**src/core/rac_params.svh**
```systemverilog
`ifndef RAC_PARAMS_SVH
`define RAC_PARAMS_SVH

// Register byte offsets on the APB bus
`define RAC_OFF_HOUR_ALARM 12'h000
`define RAC_OFF_WEEKDAY_ALARM 12'h004
`define RAC_OFF_DAY_ALARM 12'h008
`define RAC_OFF_MONTH_ALARM 12'h00C
`define RAC_OFF_FLAG_CTRL 12'h010
`define RAC_OFF_PERIOD_CTRL 12'h014
`define RAC_OFF_YEAR_CTRL 12'h018
`define RAC_OFF_YEAR_ALARM 12'h01C

// Alarm register fields
`define RAC_ALARM_EN_BIT 7
`define RAC_HOUR_W 6
`define RAC_WEEKDAY_W 3
`define RAC_DAY_W 6
`define RAC_MONTH_W 5
`define RAC_YEAR_W 16

// Flag and interrupt control fields
`define RAC_CF_BIT 7
`define RAC_CIE_BIT 4
`define RAC_AIE_BIT 3
`define RAC_AF_BIT 0

// Period and run control fields
`define RAC_PEF_BIT 7
`define RAC_PSEL_LSB 4
`define RAC_OSC_BIT 3
`define RAC_ADJ_BIT 2
`define RAC_DIVRST_BIT 1
`define RAC_START_BIT 0
`define RAC_PERIOD_CTRL_RST 8'h09
`define RAC_PSEL_OFF 3'h0

// Year alarm control fields
`define RAC_YEAR_ALARM_ENABLE_BIT 7

`endif

```
**src/core/rac_pkg.sv**
```systemverilog
package rac_pkg;

    // Running calendar counters, BCD
    typedef struct packed {
        logic [7:0] hour;
        logic [7:0] weekday;
        logic [7:0] day;
        logic [7:0] month;
        logic [15:0] year;
    } rac_cal_s;

    // Interrupt request lines
    typedef struct packed {
        logic alarm;
        logic periodic;
        logic carry;
    } rac_irq_s;

    // Run controls towards the counter chain
    typedef struct packed {
        logic oscillator_enable;
        logic count_start;
        logic divider_reset;
        logic thirty_second_adjust;
    } rac_run_s;

endpackage

```
**src/core/rac_alarm_ctrl.sv**
```systemverilog
// Added by the designer: the register addresses and the APB slave port.
`timescale 1ns/10ps
`default_nettype none
`include "rac_params.svh"

module rac_alarm_ctrl (
    // Clock and resets
    input wire logic i_core_clk,
    input wire logic i_rst_b,
    input wire logic i_manual_rst,
    // APB slave
    input wire logic i_psel,
    input wire logic i_penable,
    input wire logic i_pwrite,
    input wire logic [11:0] i_paddr,
    input wire logic [31:0] i_pwdata,
    input wire logic [3:0] i_pstrb,
    output logic [31:0] o_prdata,
    output logic o_pready,
    output logic o_pslverr,
    // Calendar and divider events
    input wire rac_pkg::rac_cal_s i_cal,
    input wire logic i_low_alarm_match,
    input wire logic i_low_alarm_enabled,
    input wire logic i_second_carry,
    input wire logic i_sub_second_read_carry,
    input wire logic [6:0] i_period_ticks,
    // Controls and requests
    output rac_pkg::rac_run_s o_run,
    output rac_pkg::rac_irq_s o_irq
);

    // State loaded by power-on reset
    typedef struct packed {
        logic carry_flag;
        logic carry_irq_enable;
        logic alarm_irq_enable;
        logic alarm_flag;
        logic periodic_flag;
        logic [2:0] period_select;
        logic oscillator_enable;
        logic count_start;
        logic year_alarm_enable;
        logic hour_en;
        logic weekday_en;
        logic day_en;
        logic month_en;
        logic divider_reset;
        logic adjust;
        logic [31:0] rdata;
        logic slverr;
    } rac_state_s;

    // Alarm values kept through every reset
    typedef struct packed {
        logic [`RAC_HOUR_W-1:0] hour;
        logic [`RAC_WEEKDAY_W-1:0] weekday;
        logic [`RAC_DAY_W-1:0] day;
        logic [`RAC_MONTH_W-1:0] month;
        logic [`RAC_YEAR_W-1:0] year;
    } rac_keep_s;

    rac_state_s state_q;
    rac_state_s state_d;
    rac_keep_s keep_q;
    rac_keep_s keep_d;
    logic [31:0] rd_mux;
    logic addr_hit;
    logic wr_acc;
    logic wr_b0;
    logic match_all;
    logic any_enabled;
    logic period_tick;
    logic [7:0] wb;
    logic hour_agree;
    logic weekday_agree;
    logic day_agree;
    logic month_agree;
    logic year_agree;

    // Access phase completes at once
    assign o_pready = 1'b1;
    assign wr_acc = i_psel & i_penable & i_pwrite;
    assign wr_b0 = wr_acc & i_pstrb[0];
    assign wb = i_pwdata[7:0];

    // Hour field against its counter
    rac_field_match #(
        .W(`RAC_HOUR_W)
    ) hour_field_inst (
        .i_en(state_q.hour_en),
        .i_alarm(keep_q.hour),
        .i_count(i_cal.hour[`RAC_HOUR_W-1:0]),
        .o_agree(hour_agree)
    );

    // Weekday field against its counter
    rac_field_match #(
        .W(`RAC_WEEKDAY_W)
    ) weekday_field_inst (
        .i_en(state_q.weekday_en),
        .i_alarm(keep_q.weekday),
        .i_count(i_cal.weekday[`RAC_WEEKDAY_W-1:0]),
        .o_agree(weekday_agree)
    );

    // Day field against its counter
    rac_field_match #(
        .W(`RAC_DAY_W)
    ) day_field_inst (
        .i_en(state_q.day_en),
        .i_alarm(keep_q.day),
        .i_count(i_cal.day[`RAC_DAY_W-1:0]),
        .o_agree(day_agree)
    );

    // Month field against its counter
    rac_field_match #(
        .W(`RAC_MONTH_W)
    ) month_field_inst (
        .i_en(state_q.month_en),
        .i_alarm(keep_q.month),
        .i_count(i_cal.month[`RAC_MONTH_W-1:0]),
        .o_agree(month_agree)
    );

    // Year field against its counter
    rac_field_match #(
        .W(`RAC_YEAR_W)
    ) year_field_inst (
        .i_en(state_q.year_alarm_enable),
        .i_alarm(keep_q.year),
        .i_count(i_cal.year),
        .o_agree(year_agree)
    );

    // All enabled fields and the low alarm agree at once, live every cycle
    always_comb begin
        match_all = i_low_alarm_match & hour_agree & weekday_agree & day_agree
            & month_agree & year_agree;
        any_enabled = i_low_alarm_enabled | state_q.hour_en | state_q.weekday_en
            | state_q.day_en | state_q.month_en | state_q.year_alarm_enable;
    end

    // Tick of the selected period
    always_comb begin
        period_tick = 1'b0;
        if (state_q.period_select != `RAC_PSEL_OFF) begin
            period_tick = i_period_ticks[state_q.period_select - 3'h1];
        end
    end

    // Read data and address decode
    always_comb begin
        rd_mux = 32'h0000_0000;
        addr_hit = 1'b1;
        unique case (i_paddr)
            // Hour alarm: enable and value
            `RAC_OFF_HOUR_ALARM: begin
                rd_mux[`RAC_ALARM_EN_BIT] = state_q.hour_en;
                rd_mux[`RAC_HOUR_W-1:0] = keep_q.hour;
            end
            // Weekday alarm: enable and value
            `RAC_OFF_WEEKDAY_ALARM: begin
                rd_mux[`RAC_ALARM_EN_BIT] = state_q.weekday_en;
                rd_mux[`RAC_WEEKDAY_W-1:0] = keep_q.weekday;
            end
            // Day alarm: enable and value
            `RAC_OFF_DAY_ALARM: begin
                rd_mux[`RAC_ALARM_EN_BIT] = state_q.day_en;
                rd_mux[`RAC_DAY_W-1:0] = keep_q.day;
            end
            // Month alarm: enable and value
            `RAC_OFF_MONTH_ALARM: begin
                rd_mux[`RAC_ALARM_EN_BIT] = state_q.month_en;
                rd_mux[`RAC_MONTH_W-1:0] = keep_q.month;
            end
            // Flags and their interrupt enables
            `RAC_OFF_FLAG_CTRL: begin
                rd_mux[`RAC_CF_BIT] = state_q.carry_flag;
                rd_mux[`RAC_CIE_BIT] = state_q.carry_irq_enable;
                rd_mux[`RAC_AIE_BIT] = state_q.alarm_irq_enable;
                rd_mux[`RAC_AF_BIT] = state_q.alarm_flag;
            end
            // Period and run bits; pulse bits read zero
            `RAC_OFF_PERIOD_CTRL: begin
                rd_mux[`RAC_PEF_BIT] = state_q.periodic_flag;
                rd_mux[`RAC_PSEL_LSB+:3] = state_q.period_select;
                rd_mux[`RAC_OSC_BIT] = state_q.oscillator_enable;
                rd_mux[`RAC_START_BIT] = state_q.count_start;
            end
            // Year alarm enable only
            `RAC_OFF_YEAR_CTRL: begin
                rd_mux[`RAC_YEAR_ALARM_ENABLE_BIT] = state_q.year_alarm_enable;
            end
            // Year alarm value
            `RAC_OFF_YEAR_ALARM: begin
                rd_mux[`RAC_YEAR_W-1:0] = keep_q.year;
            end
            default: begin
                addr_hit = 1'b0;
            end
        endcase
    end

    // Next state of all registers
    always_comb begin
        state_d = state_q;
        keep_d = keep_q;
        // Write-only pulse bits last one cycle
        state_d.divider_reset = 1'b0;
        state_d.adjust = 1'b0;
        // Capture read data in the setup phase
        if (i_psel & ~i_penable) begin
            state_d.rdata = addr_hit ? rd_mux : 32'h0000_0000;
            state_d.slverr = ~addr_hit;
        end
        // Register writes at access completion
        if (wr_b0 & addr_hit) begin
            unique case (i_paddr)
                // Hour alarm enable and value
                `RAC_OFF_HOUR_ALARM: begin
                    state_d.hour_en = wb[`RAC_ALARM_EN_BIT];
                    keep_d.hour = wb[`RAC_HOUR_W-1:0];
                end
                // Weekday alarm enable and value
                `RAC_OFF_WEEKDAY_ALARM: begin
                    state_d.weekday_en = wb[`RAC_ALARM_EN_BIT];
                    keep_d.weekday = wb[`RAC_WEEKDAY_W-1:0];
                end
                // Day alarm enable and value
                `RAC_OFF_DAY_ALARM: begin
                    state_d.day_en = wb[`RAC_ALARM_EN_BIT];
                    keep_d.day = wb[`RAC_DAY_W-1:0];
                end
                // Month alarm enable and value
                `RAC_OFF_MONTH_ALARM: begin
                    state_d.month_en = wb[`RAC_ALARM_EN_BIT];
                    keep_d.month = wb[`RAC_MONTH_W-1:0];
                end
                `RAC_OFF_FLAG_CTRL: begin
                    // Zero clears a flag, one keeps it; reserved bits dropped
                    state_d.carry_flag = state_q.carry_flag & wb[`RAC_CF_BIT];
                    state_d.alarm_flag = state_q.alarm_flag & wb[`RAC_AF_BIT];
                    state_d.carry_irq_enable = wb[`RAC_CIE_BIT];
                    state_d.alarm_irq_enable = wb[`RAC_AIE_BIT];
                end
                // Period flag clear, select, run bits and pulses
                `RAC_OFF_PERIOD_CTRL: begin
                    state_d.periodic_flag = state_q.periodic_flag & wb[`RAC_PEF_BIT];
                    state_d.period_select = wb[`RAC_PSEL_LSB+:3];
                    state_d.oscillator_enable = wb[`RAC_OSC_BIT];
                    state_d.count_start = wb[`RAC_START_BIT];
                    state_d.adjust = wb[`RAC_ADJ_BIT];
                    state_d.divider_reset = wb[`RAC_DIVRST_BIT] | wb[`RAC_ADJ_BIT];
                end
                // Year alarm enable; low bits dropped
                `RAC_OFF_YEAR_CTRL: begin
                    state_d.year_alarm_enable = wb[`RAC_YEAR_ALARM_ENABLE_BIT];
                end
                // Lower byte of the year alarm
                `RAC_OFF_YEAR_ALARM: begin
                    keep_d.year[7:0] = wb;
                end
                default: begin
                end
            endcase
        end
        // Upper byte of the year alarm
        if (wr_acc & i_pstrb[1] & (i_paddr == `RAC_OFF_YEAR_ALARM)) begin
            keep_d.year[15:8] = i_pwdata[15:8];
        end
        // Manual reset spares oscillator and start
        if (i_manual_rst) begin
            state_d.carry_irq_enable = 1'b0;
            state_d.alarm_irq_enable = 1'b0;
            // Periodic state cleared as well
            state_d.periodic_flag = 1'b0;
            state_d.period_select = `RAC_PSEL_OFF;
            state_d.adjust = 1'b0;
            state_d.divider_reset = 1'b0;
        end
        // Hardware sets win over clears: carry events
        if (i_second_carry | i_sub_second_read_carry) begin
            state_d.carry_flag = 1'b1;
        end
        // Alarm flag set while a match persists, held after it ends
        if (match_all & any_enabled) begin
            state_d.alarm_flag = 1'b1;
        end
        // Selected period elapsed
        if (period_tick) begin
            state_d.periodic_flag = 1'b1;
        end
    end

    // Resettable state, power-on reset
    always_ff @(posedge i_core_clk or negedge i_rst_b) begin
        if (!i_rst_b) begin
            // Flags and enables clear; run bits taken from the reset word
            state_q <= '0;
            state_q.oscillator_enable <= 1'(`RAC_PERIOD_CTRL_RST >> `RAC_OSC_BIT);
            state_q.count_start <= 1'(`RAC_PERIOD_CTRL_RST >> `RAC_START_BIT);
        end else begin
            state_q <= state_d;
        end
    end

    // Alarm values, no reset at all
    always_ff @(posedge i_core_clk) begin
        keep_q <= keep_d;
    end

    // Bus answer
    assign o_prdata = state_q.rdata;
    assign o_pslverr = state_q.slverr & i_psel & i_penable;

    // Run controls
    assign o_run.oscillator_enable = state_q.oscillator_enable;
    assign o_run.count_start = state_q.count_start;
    assign o_run.divider_reset = state_q.divider_reset;
    assign o_run.thirty_second_adjust = state_q.adjust;

    // Interrupt requests
    assign o_irq.alarm = state_q.alarm_flag & state_q.alarm_irq_enable;
    assign o_irq.carry = state_q.carry_flag & state_q.carry_irq_enable;
    assign o_irq.periodic = state_q.periodic_flag
        & (state_q.period_select != `RAC_PSEL_OFF);

endmodule // rac_alarm_ctrl

// One alarm field against its counter
module rac_field_match #(
    parameter int W = 8
) (
    // Enable and values
    input wire logic i_en,
    input wire logic [W-1:0] i_alarm,
    input wire logic [W-1:0] i_count,
    // Agreement
    output logic o_agree
);

    // A disabled field never blocks the all-match
    assign o_agree = ~i_en | (i_alarm == i_count);

endmodule // rac_field_match

`default_nettype wire

```
**config.mk**
```make
export PLATFORM = sky130hd
export DESIGN_NAME = rac_alarm_ctrl
export DESIGN_NICKNAME = d
export VERILOG_FILES = /design/src/core/rac_pkg.sv /design/src/core/rac_alarm_ctrl.sv
export VERILOG_INCLUDE_DIRS = /design/src /design/src/core
export SDC_FILE = /design/constraint.sdc
export NUM_CORES = 1
export LEC_CHECK = 0
export BUFFER_PORTS_ARGS = -buffer_cell sky130_fd_sc_hd__buf_2
export CAP_MARGIN = 20
export CORE_MARGIN = 2
export CORE_UTILIZATION = 44
export CTS_BUF_LIST = sky130_fd_sc_hd__clkbuf_16
export DETAILED_ROUTE_END_ITERATION = 16
export PLACE_DENSITY = 0.76
export SLEW_MARGIN = 20
export SYNTH_ARGS = -nofsm -noshare
export SYNTH_HDL_FRONTEND = slang
export SYNTH_SLANG_ARGS = --single-unit
```
**constraint.sdc**
```tcl
create_clock -name i_core_clk -period 1.79 [get_ports i_core_clk]
set_clock_uncertainty 0.15 [all_clocks]
set_input_delay 0 -clock i_core_clk [delete_from_list [all_inputs] [get_ports i_core_clk]]
set_output_delay 0 -clock i_core_clk [all_outputs]
set_load 0.005 [all_outputs]
```
======== Word level (Yosys, flattened, before mapping) ========
Cells that the tools add are included.
word-level totals
  register bits after elaboration ......... 86
  bits of input ports ..................... 113
  output and inout bits ................... 41
  logic and storage cells ................. 128
operators by class
  add/subtract/negate cells ............... 1
  order comparisons ....................... 1
  equal/unequal tests ..................... 12
  mux-type cells .......................... 27
  bitwise gates (word level) .............. 40
  reduce and logical (&&, ||, !) cells .... 24
operators with widths
  cell                   count
  $eq A12 B5 Y1 const B  4
  $eq A12 B4 Y1 const B  2
  $reduce_and A2 Y1      12
  $and A1 B1 Y1          21
  $mux W17               1
  $eq A16 B16 Y1         1
  $mux W16               1
  $reduce_bool A2 Y1     7
  $eq A12 B3 Y1 const B  1
  $eq A6 B6 Y1           2
  $logic_not A12 Y1      1
  $or A1 B1 Y1           12
  $pmux W2 S6            1
  $mux W1                11
  $pmux W2 S5            1
  $reduce_bool A3 Y1     3
  $mux W4                2
  $mux W8                1
  $pmux W1 S8            1
  $reduce_or A8 Y1       1
  $not A1 Y1             7
  $pmux W1 S7            1
  $mux W2                3
  $mux W6                1
  other kinds (7)        7

======== Logic depth before layout (Yosys ltp) ========
  depth in word-level cells ............... 10
  gate-level depth with buffers ........... 7
  depth with buffers taken out ............ 6

======== By module ========
Synthesis repeated with hierarchy kept, for this count alone.
unflattened totals
  cells, all modules ...................... 333
  area total of the unflattened synthesis .. 3868.7 µm²
modules (own cells, without submodules)
  module                                 instances  cells an instance  area an instance (µm²)  seq. area each (µm²)
  rac_alarm_ctrl                         1          285                3454.6                  1934.4
  rac_field_match at year_field_inst     1          21                 181.4                   0.0
  rac_field_match at day_field_inst ...  2          8                  71.3                    0.0
  rac_field_match at month_field_inst    1          7                  56.3                    0.0
  rac_field_match at weekday_field_inst  1          4                  33.8                    0.0

======== Worst setup path after synthesis ========
OpenSTA, ideal clock, no wires.
  kind .................................... input to register
  start ................................... in i_paddr[9]
  end ..................................... reg state_q[36] (netlist name)
  library setup time ...................... 0.128 ns
  data arrival time ....................... 1.470 ns
  data required time ...................... 1.512 ns
  path slack .............................. 0.043 ns
  stages on the path ...................... 5
  buffers on the path ..................... 0
  cell sequence ........................... nor3_1 nand3_4 or3_4 nor2_2 mux2_1
between the ends
  word-level cells in the longest chain between the ends .. 5
  elaborated cells on any way between the ends .. 12
  classes of those cells .................. eq/ne (7); mux (1); bitwise (1); reduce/logical (3)
ends and longest elaborated chain
  element                                line                   RTL
  from (decl)                            rac_alarm_ctrl.sv:15   input wire logic [11:0] i_paddr,
  $eq A12 B5 Y1 (tied with other cells)  rac_alarm_ctrl.sv:157  unique case (i_paddr)
  $reduce_or A8 Y1 (no line)             n/a
  $mux W1                                rac_alarm_ctrl.sv:157
  $and A1 B1 Y1                          rac_alarm_ctrl.sv:219  if (wr_b0 & addr_hit) begin
  $reduce_and A2 Y1 (no line) *          n/a
  to (signal assigned)                   rac_alarm_ctrl.sv:305  state_q <= state_d;
  to (decl)                              rac_alarm_ctrl.sv:63   rac_state_s state_q;
Mark *: on every way between the ends. The rest lies on a longest branch, timed or not.
A chain may end at the register's enable or synchronous reset.

======== Worst setup path in the final report ========
  start ................................... reg keep_q[24] (netlist name)
  end ..................................... reg state_q[46] (netlist name)
between the ends
  word-level cells in the longest chain between the ends .. 8
  elaborated cells on any way between the ends .. 10
  classes of those cells .................. eq/ne (1); mux (1); bitwise (5); reduce/logical (3)
ends and longest elaborated chain
  element                       line                   RTL
  from (decl)                   rac_alarm_ctrl.sv:65   rac_keep_s keep_q;
  from (signal assigned)        rac_alarm_ctrl.sv:311  keep_q <= keep_d;
  $eq A6 B6 Y1 *                rac_alarm_ctrl.sv:345  assign o_agree = ~i_en | (i_alarm == i_count);
  $or A1 B1 Y1 *                rac_alarm_ctrl.sv:345
  $and A1 B1 Y1 *               rac_alarm_ctrl.sv:139  match_all = i_low_alarm_match & hour_agree & weekday_agree & day_agree
  $and A1 B1 Y1 * (2 in a row)  rac_alarm_ctrl.sv:140  & month_agree & year_agree;
  $and A1 B1 Y1 *               rac_alarm_ctrl.sv:288  if (match_all & any_enabled) begin
  $reduce_bool A2 Y1 (no line)  n/a
  $reduce_and A2 Y1 (no line)   n/a
Marks and branches as above.

==> results.sh <==
export IMPL_outcome="complete, but fails checks"
export IMPL_violations="negative hold slack"
export IMPL_synth_seq_cells=70
export IMPL_hold_path_class="primary input to flop"
export IMPL_cts_buffers=9
export IMPL_relSlewSlack_pct=47.35
export IMPL_r2r_start="keep_q[24]"
export IMPL_finalCritPeriodShare_pct=97.47
export IMPL_cts_sinks=70
export IMPL_dr_pass1_iters=4
export IMPL_r2r_end="state_q[46]"
export IMPL_clock_latency_ns=0.33
export IMPL_synthArstFlopShare_pct=48.57
export IMPL_synth_cell_types=49
export IMPL_synth_avg_cell_area_um2=11.76
export IMPL_grt_pass1_vias=2813
export IMPL_wl_met3_um=599
export IMPL_p_leak_nw=2.134
export IMPL_final_nets=559
export IMPL_vias=2830
export IMPL_track_usage_pct=20.73
export IMPL_htreeDepth=3
export IMPL_drtAntennaViolNets=0
export IMPL_most_common_layout_cells="106 x buf_2, 36 x edfxtp_1, 32 x dfrtp_1"
export IMPL_dpl_instance_area_um2=4240
export IMPL_dr_max_layer_used="met4"
export IMPL_core_um2=8175
export IMPL_setup_viol=0
export IMPL_reg2regPathDepth=5
export IMPL_power_density_nw_per_um2=797.0
export IMPL_grt_pass1_wl_mm=13.80
export IMPL_port_buffer_count=106
export IMPL_path_clk_slew_ns=0.06
export IMPL_gp_congestion=0.8280
export IMPL_max_freq_mhz=573.1
export IMPL_syn2layout_area_growth_pct=30.98
export IMPL_final_hold_viol_count=1
export IMPL_overflow=0
export IMPL_wirelength_mm=9.195
export IMPL_start_kind="flop"
export IMPL_r2r_slack_ns=0.05
export IMPL_synth_flop_cell="edfxtp_1"
export IMPL_crit_start="keep_q[24]"
export IMPL_arrival_ns=1.85
export IMPL_worst_hold_slack_ns=-0.005890
export IMPL_io_pin_count=154
export IMPL_syn_inst=315
export IMPL_path_max_fanout=2
export IMPL_tns_ns=0
export IMPL_via_per_inst=5.108
export IMPL_tightest_slew_ns=0.7897
export IMPL_ys_seq_area_share_pct=52.23
export IMPL_drv_slew=0
export IMPL_wl_met1_mm=3.804
export IMPL_antenna_found_initial=0
export IMPL_dieArea_um2=9167
export IMPL_peakVddDrop_mv=0.5352
export IMPL_cp_num_cells=5
export IMPL_wl_met2_mm=4.678
export IMPL_layout_cells_most_common="buf_2"
export IMPL_dp_cells=512
export IMPL_grt_max_degree=35
export IMPL_die_h_um=95.75
export IMPL_first_iter_violations=230
export IMPL_crit_chain="xor2_1 -> nor4_1 -> nand3_1 -> a221o_1 -> o21ai_1"
export IMPL_crit_family="flip-flops"
export IMPL_synth_area_leaders="edfxtp_1 29%, dfrtp_1 22%, buf_4 7.5%"
export IMPL_cts_setup_buffers=0
export IMPL_critPathCaptureType="flop"
export IMPL_yosys_warnings=0
export IMPL_drc=0
export IMPL_cts_root_buf="clkbuf_16"
export IMPL_period_minus_slack_ns=1.745
export IMPL_initial_core_util_pct=45.30
export IMPL_wl_per_cell_um=16.60
export IMPL_rsz0062_at_grt="yes"
export IMPL_diodes=0
export IMPL_worst_slack_ns=0.04521
export IMPL_rows=33
export IMPL_instances_no_fill=554
export IMPL_cap_violations=0
export IMPL_final_cell_area_um2=4851
export IMPL_cp_slowest_cell="edfxtp_1"
export IMPL_cts_tree="done"
export IMPL_critPathMaxStageDelay_ns=0.45
export IMPL_cp_required_ns=1.89
export IMPL_clockBufferDepth=2
export IMPL_worstSetupPathType="flop to flop"
export IMPL_synth_area_leader_cell="edfxtp_1"
export IMPL_crit_path_end="state_q[46]"
export IMPL_drive_gt1_share_pct=36.53
export IMPL_synth_enable_flop_cells=36
export IMPL_netlist_area_um2=3704
export IMPL_die_width_um=95.75
export IMPL_hpwl_mm=6.793
export IMPL_cp_buffers_inverters=0
export IMPL_post_place_ws_ns=-0.02791
export IMPL_synth_top_area_share_pct=29.19
[kinds of logic after synthesis]
group                    after synthesis  share of synthesized area (%)
AO/OA/AOI/OAI                         49                          9.257
XOR/XNOR                              36                          8.514
adder cells (fa/ha/maj)                2                         0.6756
buffers and inverters                 54                          9.358
flip-flops                            70                          52.23
multiplexers                          24                          8.142
other                                  2                         0.2028
AND/OR/NAND/NOR                       78                          11.62
[cell type report]
cell class / count / area, um2
sequential: 70 / 1934
fill: 681 / 3324
tap: 105 / 131.4
inverter: 6 / 22.52
timing repair buffer: 151 / 933.4
multi-input combinational: 206 / 1511
clock inverter: 6 / 67.56
clock buffer: 10 / 250.2
[registers in the layout, indices dropped and copies added, names as in the netlist]
name	flops
o_run	4
keep_q	36
state_q	14
o_prdata	16
[how the worst min path moves through the flow]
stage                                 start           to  cells after the start  slack [ns]
after global placement              i_rst_b  state_q[49]                      1       -0.04
after CTS                 i_period_ticks[5]  state_q[45]                      5      0.0003
after detailed placement            i_rst_b  state_q[49]                      1       -0.03
after global routing              i_cal[32]  state_q[46]                      5        0.02
after floorplan                     i_rst_b  o_prdata[0]                      0       -0.45
final                             i_cal[32]  state_q[46]                      5      -0.006
[worst reg2reg max path, stage by stage (launching register included)]
cell      delay, ns
edfxtp_1       0.45
xor2_1         0.19
nor4_1         0.28
nand3_1        0.15
a221o_1        0.33
o21ai_1        0.11
[cell usage after synthesis (all sizes together) (3+ instances only)]
master,number
a21oi,9
a22o,11
a22oi,3
buf,43
clkbuf,5
dfrtp,32
edfxtp,36
inv,6
mux2,9
mux2i,11
mux4,4
nand2,23
nand2b,4
nand3,9
nand4,5
nor2,15
nor2b,3
nor3,7
o21ai,11
o31ai,5
xnor2,28
xor2,8
[stage by stage]
stage,power [mW],util [%]
after detailed placement,2.012,51.87
after CTS,3.889,59.03
after floorplan,1.879,-
after global placement,2.006,51.87
after global routing,3.991,59.34
final,3.866,59.34
[routing by layer]
| layer | up-vias | global-route usage (%) |
|---|---|---|
| met3 | 10 | 5.012 |
| li1 | 1337 | - |
| met2 | 122 | 35.84 |
| met4 | 0 | 6.310 |
| met1 | 1361 | 25.73 |
| met5 | - | 0 |
[report_power, final]
group | total (mW) | switching [mW] | leakage (nW) | internal, mW
registers | 1.70 | 0.000262 | 0.776 | 1.70
clock network | 1.84 | 0.671 | 0.155 | 1.17
logic | 0.331 | 0.166 | 1.20 | 0.165
total | 3.87 | 0.837 | 2.13 | 3.03
[repair_timing]
action,CTS,global route
resized for setup,1,4
pin swaps,0,9
hold buffers,26,0
endpoints found under the setup margin,1,2
gates cloned,0,0
hold endpoints to repair,86,0
(Power assumes the default switching activity.)
